**src/rtl/icsr_pkg.sv**
```systemverilog
// Constants shared by the interrupt control and status register block.
package icsr_pkg;
  // Sources and register counts.
  localparam int NUM_VEC = 118;
  localparam int NUM_EXT = 5;
  localparam int NUM_FLAG_REGS = 8;
  localparam int NUM_LVL_REGS = 30;
  localparam int VEC_PER_WORD = 16;
  localparam int VEC_PER_LVL = 4;
  localparam int LVL_STRIDE = 4;
  // APB byte addresses of the registers.
  localparam logic [11:0] ADDR_CPU_STATUS = 12'h000;
  localparam logic [11:0] ADDR_CORE_CONTROL = 12'h004;
  localparam logic [11:0] ADDR_GCTRL1 = 12'h008;
  localparam logic [11:0] ADDR_GCTRL2 = 12'h00c;
  localparam logic [11:0] ADDR_FLAG_BASE = 12'h040;
  localparam logic [11:0] ADDR_ENABLE_BASE = 12'h080;
  localparam logic [11:0] ADDR_LEVEL_BASE = 12'h100;
  // Field positions.
  localparam int CPU_LVL_LSB = 5;
  localparam int LEVEL_MSB_BIT = 3;
  localparam int NEST_DIS_BIT = 15;
  localparam int OVF_BIT = 4;
  localparam int ADDR_ERR_BIT = 3;
  localparam int STK_ERR_BIT = 2;
  localparam int OSC_FAIL_BIT = 1;
  localparam int ALT_VEC_BIT = 15;
  localparam int TIMED_DIS_BIT = 14;
  localparam int EDGE_POL_LSB = 0;
  // Level values and reset values.
  localparam logic [2:0] LEVEL_TOP = 3'h7;
  localparam logic [2:0] LEVEL_RESET = 3'h4;
  localparam logic [2:0] LEVEL_OFF = 3'h0;
  localparam logic [31:0] WORD_ZERO = 32'h0000_0000;
endpackage

```
**src/rtl/icsr_regs.sv**
```systemverilog
// Interrupt controller control and status registers with an APB slave port.
//
// Local design decisions: the APB register port and the register addresses.
`timescale 1ns/1ps
module icsr_regs (
  // Clock and reset.
  input wire logic pclk,
  input wire logic presetn,
  // APB slave.
  input wire logic psel,
  input wire logic penable,
  input wire logic pwrite,
  input wire logic [11:0] paddr,
  input wire logic [31:0] pwdata,
  output logic [31:0] prdata,
  output logic pready,
  output logic pslverr,
  // Interrupt sources.
  input wire logic [icsr_pkg::NUM_VEC-1:0] periph_irq,
  input wire logic [icsr_pkg::NUM_EXT-1:0] ext_int_pin,
  input wire logic trap_overflow,
  input wire logic trap_addr_err,
  input wire logic trap_stack_err,
  input wire logic trap_osc_fail,
  // Processor core side.
  input wire logic core_ack,
  input wire logic core_trap_enter,
  input wire logic core_return,
  input wire logic [3:0] core_return_level,
  input wire logic timed_disable_in,
  output logic irq_req,
  output logic [6:0] irq_vector,
  output logic [2:0] irq_level,
  output logic alt_vector_sel,
  output logic [3:0] cpu_level_out
);
  import icsr_pkg::*;

  logic [NUM_VEC-1:0] flag_reg;
  logic [NUM_VEC-1:0] enable_reg;
  logic [2:0] level_reg [0:NUM_VEC-1];
  logic [2:0] cpu_level_reg;
  logic level_msb_reg;
  logic nest_disable_reg;
  logic ovf_flag_reg;
  logic addr_err_flag_reg;
  logic stk_err_flag_reg;
  logic osc_fail_flag_reg;
  logic [NUM_EXT-1:0] edge_pol_reg;
  logic [NUM_EXT-1:0] ext_s1_reg;
  logic [NUM_EXT-1:0] ext_s2_reg;
  logic [NUM_EXT-1:0] ext_s3_reg;
  logic [NUM_EXT-1:0] ext_level_reg;
  logic [NUM_EXT-1:0] ext_event;
  logic tdis_s1_reg;
  logic tdis_s2_reg;
  logic [31:0] rd_word;
  logic rd_err;
  logic sel_sr;
  logic sel_core;
  logic sel_gc1;
  logic sel_gc2;
  logic sel_flag;
  logic sel_en;
  logic sel_lvl;
  logic [9:0] widx;
  logic wr_en;
  logic [2:0] best_lvl;
  logic [6:0] best_vec;
  logic best_found;

  // Word offset of an address from a region base.
  function automatic logic [9:0] word_off(input logic [11:0] a, input logic [11:0] base);
    logic [11:0] d;
    d = a - base;
    return d[11:2];
  endfunction

  // True when a word-aligned address falls in a region of the given number of words.
  function automatic logic in_region(input logic [11:0] a, input logic [11:0] base,
                                     input int words);
    return (a >= base) && (word_off(a, base) < 10'(words)) && (a[1:0] == 2'h0);
  endfunction

  // Address decode.
  always_comb begin
    sel_sr = 1'b0;
    sel_core = 1'b0;
    sel_gc1 = 1'b0;
    sel_gc2 = 1'b0;
    sel_flag = 1'b0;
    sel_en = 1'b0;
    sel_lvl = 1'b0;
    widx = 10'h000;
    if (paddr == ADDR_CPU_STATUS) begin
      sel_sr = 1'b1;
    end else if (paddr == ADDR_CORE_CONTROL) begin
      sel_core = 1'b1;
    end else if (paddr == ADDR_GCTRL1) begin
      sel_gc1 = 1'b1;
    end else if (paddr == ADDR_GCTRL2) begin
      sel_gc2 = 1'b1;
    end else if (in_region(paddr, ADDR_FLAG_BASE, NUM_FLAG_REGS)) begin
      sel_flag = 1'b1;
      widx = word_off(paddr, ADDR_FLAG_BASE);
    end else if (in_region(paddr, ADDR_ENABLE_BASE, NUM_FLAG_REGS)) begin
      sel_en = 1'b1;
      widx = word_off(paddr, ADDR_ENABLE_BASE);
    end else if (in_region(paddr, ADDR_LEVEL_BASE, NUM_LVL_REGS)) begin
      sel_lvl = 1'b1;
      widx = word_off(paddr, ADDR_LEVEL_BASE);
    end
  end

  // Read data; bits beyond the implemented vectors stay zero.
  always_comb begin
    int v;
    v = 0;
    rd_word = WORD_ZERO;
    rd_err = 1'b0;
    if (sel_sr) begin
      rd_word[CPU_LVL_LSB +: 3] = cpu_level_reg;
    end else if (sel_core) begin
      rd_word[LEVEL_MSB_BIT] = level_msb_reg;
    end else if (sel_gc1) begin
      rd_word[NEST_DIS_BIT] = nest_disable_reg;
      rd_word[OVF_BIT] = ovf_flag_reg;
      rd_word[ADDR_ERR_BIT] = addr_err_flag_reg;
      rd_word[STK_ERR_BIT] = stk_err_flag_reg;
      rd_word[OSC_FAIL_BIT] = osc_fail_flag_reg;
    end else if (sel_gc2) begin
      rd_word[ALT_VEC_BIT] = alt_vector_sel;
      rd_word[TIMED_DIS_BIT] = tdis_s2_reg;
      rd_word[EDGE_POL_LSB +: NUM_EXT] = edge_pol_reg;
    end else if (sel_flag || sel_en) begin
      for (int b = 0; b < VEC_PER_WORD; b++) begin
        v = int'(widx) * VEC_PER_WORD + b;
        if (v < NUM_VEC) begin
          rd_word[b] = sel_flag ? flag_reg[v] : enable_reg[v];
        end
      end
    end else if (sel_lvl) begin
      for (int j = 0; j < VEC_PER_LVL; j++) begin
        v = int'(widx) * VEC_PER_LVL + j;
        if (v < NUM_VEC) begin
          rd_word[j*LVL_STRIDE +: 3] = level_reg[v];
        end
      end
    end else begin
      rd_err = 1'b1;
    end
  end

  // APB: data and answer are captured in the setup cycle, so every access
  // completes with no wait state.
  assign wr_en = psel && penable && pready && pwrite;

  always_ff @(posedge pclk or negedge presetn) begin
    if (!presetn) begin
      prdata <= WORD_ZERO;
      pready <= 1'b0;
      pslverr <= 1'b0;
    end else if (psel && !penable) begin
      prdata <= pwrite ? WORD_ZERO : rd_word;
      pready <= 1'b1;
      pslverr <= rd_err;
    end else begin
      pready <= 1'b0;
      pslverr <= 1'b0;
    end
  end

  // External pins: three-stage synchroniser; a level counts once stages two
  // and three agree, which also rejects single-cycle glitches.
  always_ff @(posedge pclk or negedge presetn) begin
    if (!presetn) begin
      ext_s1_reg <= '0;
      ext_s2_reg <= '0;
      ext_s3_reg <= '0;
      ext_level_reg <= '0;
    end else begin
      ext_s1_reg <= ext_int_pin;
      ext_s2_reg <= ext_s1_reg;
      ext_s3_reg <= ext_s2_reg;
      for (int i = 0; i < NUM_EXT; i++) begin
        if (ext_s2_reg[i] == ext_s3_reg[i]) begin
          ext_level_reg[i] <= ext_s3_reg[i];
        end
      end
    end
  end

  always_comb begin
    for (int i = 0; i < NUM_EXT; i++) begin
      // Polarity 1 takes a falling edge, 0 a rising edge.
      ext_event[i] = (ext_s2_reg[i] == ext_s3_reg[i]) &&
                     (ext_s3_reg[i] != ext_level_reg[i]) &&
                     (ext_s3_reg[i] != edge_pol_reg[i]);
    end
  end

  // Timed-disable status comes from core logic on another timing path; two
  // stages keep it clean for the read mux and the priority gate.
  always_ff @(posedge pclk or negedge presetn) begin
    if (!presetn) begin
      tdis_s1_reg <= 1'b0;
      tdis_s2_reg <= 1'b0;
    end else begin
      tdis_s1_reg <= timed_disable_in;
      tdis_s2_reg <= tdis_s1_reg;
    end
  end

  // Request flags: a write stores the written bit, a same-cycle event ORs in.
  // The OR lets a set beat a clear on the same edge, so no request is lost.
  always_ff @(posedge pclk or negedge presetn) begin
    if (!presetn) begin
      flag_reg <= '0;
    end else begin
      for (int k = 0; k < NUM_VEC; k++) begin
        flag_reg[k] <= ((wr_en && sel_flag && (int'(widx) == k / VEC_PER_WORD)) ?
                        pwdata[k % VEC_PER_WORD] : flag_reg[k]) |
                       periph_irq[k] |
                       ((k < NUM_EXT) ? ext_event[k % NUM_EXT] : 1'b0);
      end
    end
  end

  // Source enables.
  always_ff @(posedge pclk or negedge presetn) begin
    if (!presetn) begin
      enable_reg <= '0;
    end else if (wr_en && sel_en) begin
      for (int k = 0; k < NUM_VEC; k++) begin
        if (int'(widx) == k / VEC_PER_WORD) begin
          enable_reg[k] <= pwdata[k % VEC_PER_WORD];
        end
      end
    end
  end

  // Source levels.
  always_ff @(posedge pclk or negedge presetn) begin
    if (!presetn) begin
      for (int k = 0; k < NUM_VEC; k++) begin
        level_reg[k] <= LEVEL_RESET;
      end
    end else if (wr_en && sel_lvl) begin
      for (int k = 0; k < NUM_VEC; k++) begin
        if (int'(widx) == k / VEC_PER_LVL) begin
          level_reg[k] <= pwdata[(k % VEC_PER_LVL) * LVL_STRIDE +: 3];
        end
      end
    end
  end

  // CPU level: interrupt entry and return outrank a software write.
  always_ff @(posedge pclk or negedge presetn) begin
    if (!presetn) begin
      cpu_level_reg <= LEVEL_OFF;
    end else if (core_ack && irq_req) begin
      cpu_level_reg <= nest_disable_reg ? LEVEL_TOP : irq_level;
    end else if (core_return) begin
      cpu_level_reg <= core_return_level[2:0];
    end else if (wr_en && sel_sr && !nest_disable_reg) begin
      cpu_level_reg <= pwdata[CPU_LVL_LSB +: 3];
    end
  end

  // Top level bit: set by trap entry or loaded from core_return_level[3] on return, software may only clear it.
  always_ff @(posedge pclk or negedge presetn) begin
    if (!presetn) begin
      level_msb_reg <= 1'b0;
    end else if (core_trap_enter) begin
      level_msb_reg <= 1'b1;
    end else if (core_return) begin
      level_msb_reg <= core_return_level[3];
    end else if (wr_en && sel_core && !pwdata[LEVEL_MSB_BIT]) begin
      level_msb_reg <= 1'b0;
    end
  end

  // Global control 1: nesting control and sticky trap flags.
  always_ff @(posedge pclk or negedge presetn) begin
    if (!presetn) begin
      nest_disable_reg <= 1'b0;
      ovf_flag_reg <= 1'b0;
      addr_err_flag_reg <= 1'b0;
      stk_err_flag_reg <= 1'b0;
      osc_fail_flag_reg <= 1'b0;
    end else begin
      if (wr_en && sel_gc1) begin
        nest_disable_reg <= pwdata[NEST_DIS_BIT];
      end
      ovf_flag_reg <= ((wr_en && sel_gc1) ? pwdata[OVF_BIT] : ovf_flag_reg) |
                      trap_overflow;
      addr_err_flag_reg <= ((wr_en && sel_gc1) ? pwdata[ADDR_ERR_BIT] : addr_err_flag_reg) |
                           trap_addr_err;
      stk_err_flag_reg <= ((wr_en && sel_gc1) ? pwdata[STK_ERR_BIT] : stk_err_flag_reg) |
                          trap_stack_err;
      osc_fail_flag_reg <= ((wr_en && sel_gc1) ? pwdata[OSC_FAIL_BIT] : osc_fail_flag_reg) |
                           trap_osc_fail;
    end
  end

  // Global control 2: vector table select and edge polarity.
  always_ff @(posedge pclk or negedge presetn) begin
    if (!presetn) begin
      alt_vector_sel <= 1'b0;
      edge_pol_reg <= '0;
    end else if (wr_en && sel_gc2) begin
      alt_vector_sel <= pwdata[ALT_VEC_BIT];
      edge_pol_reg <= pwdata[EDGE_POL_LSB +: NUM_EXT];
    end
  end

  // Priority search: strictly greater keeps the lowest vector on ties, and
  // level 0 can never win. Timed disable holds back levels below 7.
  always_comb begin
    best_lvl = LEVEL_OFF;
    best_vec = 7'h00;
    best_found = 1'b0;
    for (int k = 0; k < NUM_VEC; k++) begin
      if (flag_reg[k] && enable_reg[k] && (level_reg[k] > best_lvl) &&
          (!tdis_s2_reg || level_reg[k] == LEVEL_TOP)) begin
        best_lvl = level_reg[k];
        best_vec = 7'(k);
        best_found = 1'b1;
      end
    end
  end

  // Registered decision towards the core.
  always_ff @(posedge pclk or negedge presetn) begin
    if (!presetn) begin
      irq_req <= 1'b0;
      irq_vector <= 7'h00;
      irq_level <= LEVEL_OFF;
      cpu_level_out <= 4'h0;
    end else begin
      irq_req <= best_found &&
                 ({1'b0, best_lvl} > {level_msb_reg, cpu_level_reg});
      irq_vector <= best_vec;
      irq_level <= best_lvl;
      cpu_level_out <= {level_msb_reg, cpu_level_reg};
    end
  end

endmodule // icsr_regs

```
**config.mk**
```make
export PLATFORM = sky130hd
export DESIGN_NAME = icsr_regs
export DESIGN_NICKNAME = d
export VERILOG_FILES = /design/src/rtl/icsr_pkg.sv /design/src/rtl/icsr_regs.sv
export SDC_FILE = /design/constraint.sdc
export NUM_CORES = 2
export LEC_CHECK = 0
export BUFFER_PORTS_ARGS = -buffer_cell sky130_fd_sc_hd__buf_4
export CAP_MARGIN = 20
export CORE_ASPECT_RATIO = 1.4
export CORE_MARGIN = 2
export CORE_UTILIZATION = 45
export CTS_BUF_LIST = sky130_fd_sc_hd__clkbuf_4 sky130_fd_sc_hd__clkbuf_8 sky130_fd_sc_hd__clkbuf_16
export DETAILED_ROUTE_END_ITERATION = 8
export REMOVE_ABC_BUFFERS = 1
export SLEW_MARGIN = 20
export SYNTH_ARGS = -nofsm -noshare
export SYNTH_HDL_FRONTEND = slang
export SYNTH_SLANG_ARGS = --single-unit
```
**constraint.sdc**
```tcl
create_clock -name pclk -period 164.9 [get_ports pclk]
set_input_delay 8.245 -clock pclk [delete_from_list [all_inputs] [get_ports pclk]]
set_output_delay 8.245 -clock pclk [all_outputs]
set_load 0.01 [all_outputs]
```
---- After elaboration in Yosys (flattened, before gate mapping) ----
Cells that the tools add are included.
cells by class
  add/subtract/negate cells ............... 21
  order comparisons ....................... 165
  eq/ne operators ......................... 165
  muxes and demuxes ....................... 697
  bitwise logic cells ..................... 131
  reductions and logical operators ........ 559
operators by type and width
  cell                                                                 number
  2-to-1 mux 7 bit                                                     116
  2-to-1 mux 3 bit                                                     148
  logical AND 1 bit                                                    393
  2-to-1 mux 1 bit                                                     381
  equality test 3 bit (second input constant)                          118
  greater-than comparator 3 bit                                        117
  less-than comparator 15 x 7 -> 1 bit (second input constant)         15
  less-than comparator 15 x 8 -> 1 bit (second input constant)         15
  binary-select mux 1 bit (select 7 bit)                               30
  equality test 10 x 6 -> 1 bit (second input constant)                14
  greater-or-equal comparator 32 x 8 -> 1 bit (second input constant)  4
  bitwise OR 1 bit                                                     127
  adder 14 x 4 -> 15 bit (second input constant)                       8
  logical OR 1 bit                                                     119
  inverter 13 -> 32 bit                                                3
  binary-select mux 3 bit (select 7 bit)                               4
  equality test 10 x 5 -> 1 bit (second input constant)                8
  2-to-1 mux 10 bit                                                    8
  AND reduction 2 bit                                                  38
  adder 14 x 3 -> 15 bit (second input constant)                       4
  equality test 10 x 4 -> 1 bit (second input constant)                4
  less-than comparator 13 x 7 -> 1 bit (second input constant)         3
  inverter 12 -> 32 bit                                                1
  adder 14 x 2 -> 15 bit (second input constant)                       2
  other kinds (35)                                                     58
storage, ports and cells
  register bits ........................... 676
  input bits .............................. 184
  output and inout bits ................... 50
  word-level logic and storage cells ...... 1891

---- Longest topological paths before layout ----
  depth in word-level cells ............... 474
  mapped depth ............................ 791
  mapped depth without buffers ............ 782

---- Worst setup path after synthesis ----
OpenSTA, ideal clock, no wires.
  path type ............................... register to register
  from .................................... reg tdis_s2_reg
  to ...................................... reg irq_req
  setup time .............................. 0.144 ns
  data arrival time ....................... 138.476 ns
  required time ........................... 164.756 ns
  path slack .............................. 26.280 ns
  cell stages (with the launch flop) ...... 769
  path buffers ............................ 12
  clock period less this slack ............ 138.620 ns
  cells stage by stage .................... dfrtp_1 buf_6 buf_6 buf_2 buf_1 buf_2 buf_1 buf_2 o21ai_0 and4_1 ha_1 a31oi_2 and3_1 buf_6 mux2_2 ha_1 nor2_1 o2111ai_1 [733 not listed] nor2_1 nand2_1 a211oi_1 a31o_2 nor2_1 a22oi_2 inv_1 ha_1 nand3_1 nand3_1 a21oi_1 o21ai_2 mux2i_1 ha_1 nor2b_1 o21a_1 o21ai_0 a21oi_1
RTL lines
  element                 RTL line          RTL
  start, declared         icsr_regs.sv:56   logic tdis_s2_reg;
  start signal, assigned  icsr_regs.sv:210  tdis_s2_reg <= tdis_s1_reg;
  end signal, assigned    icsr_regs.sv:341  irq_req <= best_found &&
  end, declared           icsr_regs.sv:31   output logic irq_req,

==> summary.md <==
| Metric | Value |
|---|---|
| Outcome | complete, no violations |
| Detailed-router iteration count before antenna repair | 8 |
| Fraction of registers with async set or reset after synthesis | 100% |
| Layout cells sized above 1 | 22.4% |
| Rows | 145 |
| Top_reg_cell synth | dfrtp_1 |
| Layout net count | 6,256 |
| Initial antenna violation count | 19 |
| Beginning of the worst hold path | ext_s1_reg[1]$_DFF_PN0_ |
| Max FFs per register | 354 |
| Cell Int Power | 277 µW |
| Post-synth EDFFs | 0 |
| Syn Inst Count | 5,924 |
| Largest net degree at the start of global routing | 164 |
| Worst flop-to-flop path endpoint | irq_vector[4]$_DFF_PN0_ |
| # port buffers | 201 |
| Detail Placement HPWL | 168,000 µm |
| Req. time, crit path | 165.37 ns |
| Ys Warns | 0 |
| Synth top area share | 27.0% |
| Final setup vio count | 0 |
| Sinks on the clock net | 660 |
| Worst-path clk slew | 0.06 ns |
| Worst Tran Pin Value | 1.20 ns |
| VDD IR-drop max | 0.00707 mV |
| CP peak stage delay | 0.62 ns |
| Yosys top cell by area | dfrtp_1 |
| Max Buffers Root-to-Sink | 3 |
| Fin. Hold Viols | 0 |
| Post-synth cell types | 155 |
| Main combinational cell family by area after synthesis | compound AO/OA/AOI/OAI gates |
| Period utilization | 92.8% |
| Sw power | 93.6 µW |
| Proportion of synthesized area in mux cells | 13.3% |
| Die W | 286 µm |
| Clock Latency Late Sink | 0.69 ns |
| Achievable frequency | 0.00654 GHz |
| Clock buffer count from CTS | 74 |
| Sequential Power Share | 44.0% |
| Vias in the first global route | 46,807 |
| DRC viols | 0 |
| Worst slew margin | 20.0% |
| Power per Cell Area | 6.68 mW/mm² |
| Initial DRC count | 5,385 |
| Clock skew | 0.0281 ns |
| XOR/XNOR Fraction of Synth Area | 0.105% |
| Ranking of synthesized cells by area | dfrtp_1, mux2_2, dfstp_2 |
| Tot GR Track Use | 38.9% |
| Full die area | 0.114 mm² |
| Via count | 48,935 |
| Worst R2R Start | tdis_s2_reg$_DFF_PN0_ |
| Core ar. | 0.111 mm² |
| Worst endpoint data arrival time | 153.44 ns |
| Startpoint Class | flip-flop |
| Max-cap viol count | 0 |
| Drt wl/cell | 30.3 µm |
| ANT nets after route | 0 |
| Clock root buffer | clkbuf_16 |
| Hold_buf cts | 0 |
| Initial Utilization | 45.2% |
| Crit path capture type | flip-flop |
| Area grow syn2layout | 10.5% |
| Simple-gate share of the synthesized area | 20.9% |
| Global-route wire length before repair | 323,000 µm |
| Hold Path Class | flip-flop to flip-flop |
| Final core occ | 49.9% |
| GP Congestion | 1.01 |
| WHS Endpoint | ext_s2_reg[1]$_DFF_PN0_ |
| CTS tree | yes |
| Final critical-path required period | 152.97 ns |
| Tot Pwr | 371 µW |
| Vias per cell | 6.55 |
| Hold path depth | 0 |
| CP max-delay cell | dfrtp_4 |
| Net Sw Frac | 25.2% |
| Most common cell after layout, fill and taps aside | nand2_1 |
| Adder-cell area share of the yosys netlist | 4.23% |
| Crit path kind | flip-flop to flip-flop |
| Most frequent cells in the layout | nand2_1, dfrtp_1, mux2_2 |
| Reg2Reg Setup Slack | 11.93 ns |
| Most used cell, CP | nor2_1 |
| Remaining global-route overflow | 0 |
| Logic pwr share | 6.6% |
| Post-synthesis sequential area ratio | 33.2% |
| H-tree Lvls | 3 |
| Worst r2r path cells | 760 |
| Max Slew Vio Count | 0 |
| Register bit total from synthesis | 660 |
| Synthesized area | 0.0502 mm² |
| Crit Path Max Fanout | 13 |
| Die H | 399 µm |
| Routed WL | 227,000 µm |
| Worst hold slack | 0.348 ns |
| Avg Cell Area, Syn | 8.48 µm² |
| Clock power share | 49.4% |
| Synth Area in Compound Gates | 23.4% |
| I/O pin cnt | 234 |
| P_leak | 0.0239 µW |
==> final cells by class <==
class                           count  area [µm²]
Clock inverter                     28         433
Fill cell                       10802       55700
Clock buffer                      104        2190
Sequential cell                   660       16700
Inverter                          209         785
Antenna cell                        7        17.5
Multi-Input combinational cell   4716       31500
Timing Repair Buffer              277        2120
Tap cell                         1470        1840
==> metrics by stage <==
stage	worst slack [ns]	cell area (µm²)	std cells	TNS, ns
after global placement	7.57	52500	7317	0
final	11.93	55500	7471	0
after global routing	-0.129	55500	7464	-0.190
after CTS	5.44	55100	7449	0
after floorplan	24.57	48600	5585	0
after detailed placement	5.96	52500	7317	0
==> power groups by stage <==
stage	Sequential, µW	Combinational (µW)	Clock, µW
2_1_floorplan	166	5.20	0
3_3_place_gp	166	23.6	0
3_5_place_dp	166	23.7	0
4_1_cts	163	23.8	185
5_1_grt	163	25.1	191
6_report	163	24.4	183
==> how the worst max path moves through the flow <==
stage | from | slack, ns | end | depth (start not counted)
5_1_grt | tdis_s2_reg$_DFF_PN0_ | -0.13 | irq_req$_DFF_PN0_ | 913
3_3_place_gp | tdis_s2_reg$_DFF_PN0_ | 7.57 | irq_vector[5]$_DFF_PN0_ | 1173
6_report | tdis_s2_reg$_DFF_PN0_ | 11.93 | irq_vector[4]$_DFF_PN0_ | 915
3_5_place_dp | tdis_s2_reg$_DFF_PN0_ | 5.96 | irq_vector[5]$_DFF_PN0_ | 944
2_1_floorplan | tdis_s2_reg$_DFF_PN0_ | 24.57 | irq_req$_DFF_PN0_ | 1177
4_1_cts | tdis_s2_reg$_DFF_PN0_ | 5.44 | irq_vector[5]$_DFF_PN0_ | 915
==> repair_timing <==
item | CTS | global route
gates resized for setup | 0 | 66
setup endpoints to repair | 0 | 11
buffers inserted | 0 | 14
==> cells by family (layout without fill, tap and decap cells) <==
kind of cell             count (synthesis)  after routing
other                                    1             23
adder cells (fa/ha/maj)                178            178
flip-flops                             660            660
buffers and inverters                  563            618
multiplexers                           603            603
AO/OA/AOI/OAI                         1718           1718
XOR/XNOR                                 6              6
AND/OR/NAND/NOR                       2195           2195
==> synth_stat cells (all sizes together), types with 20 or more instances <==
cell type,count
a21o,63
or2,45
a211oi,64
o21a,51
nand4,35
a31oi,119
nand3b,89
nand2b,38
buf,69
and2,90
a21boi,43
clkbuf,273
nor2,482
nor3,72
dfstp,118
mux2i,102
a21oi,420
nand2,786
o211ai,63
mux2,501
nor4,20
nand3,289
a221oi,24
or3,34
a211o,51
a22oi,61
inv,209
o22ai,117
dfrtp,542
o21ai,323
nor2b,86
maj3,44
o221ai,56
o31ai,35
ha,134
and3,83
o21bai,21
==> metal layers <==
metal	global-route usage [%]	share of wire (%)	up-vias	routed length, µm
li1	-	-	21787	-
met1	43.7	36	24022	81500
met2	63.3	46	2393	105000
met3	6.90	7.5	727	16900
met4	34.5	10	6	23500
met5	0	0.019	-	42
==> worst max-delay path: cells and delay by family, from the launching register on <==
family,cells,cell delay [ns]
buf+inv,22,1.82
fa+ha+maj,198,56.39
compound gates,354,69.12
mux,39,12.17
flops,1,0.62
simple gates,302,43.51
(Power assumes the default switching activity.)
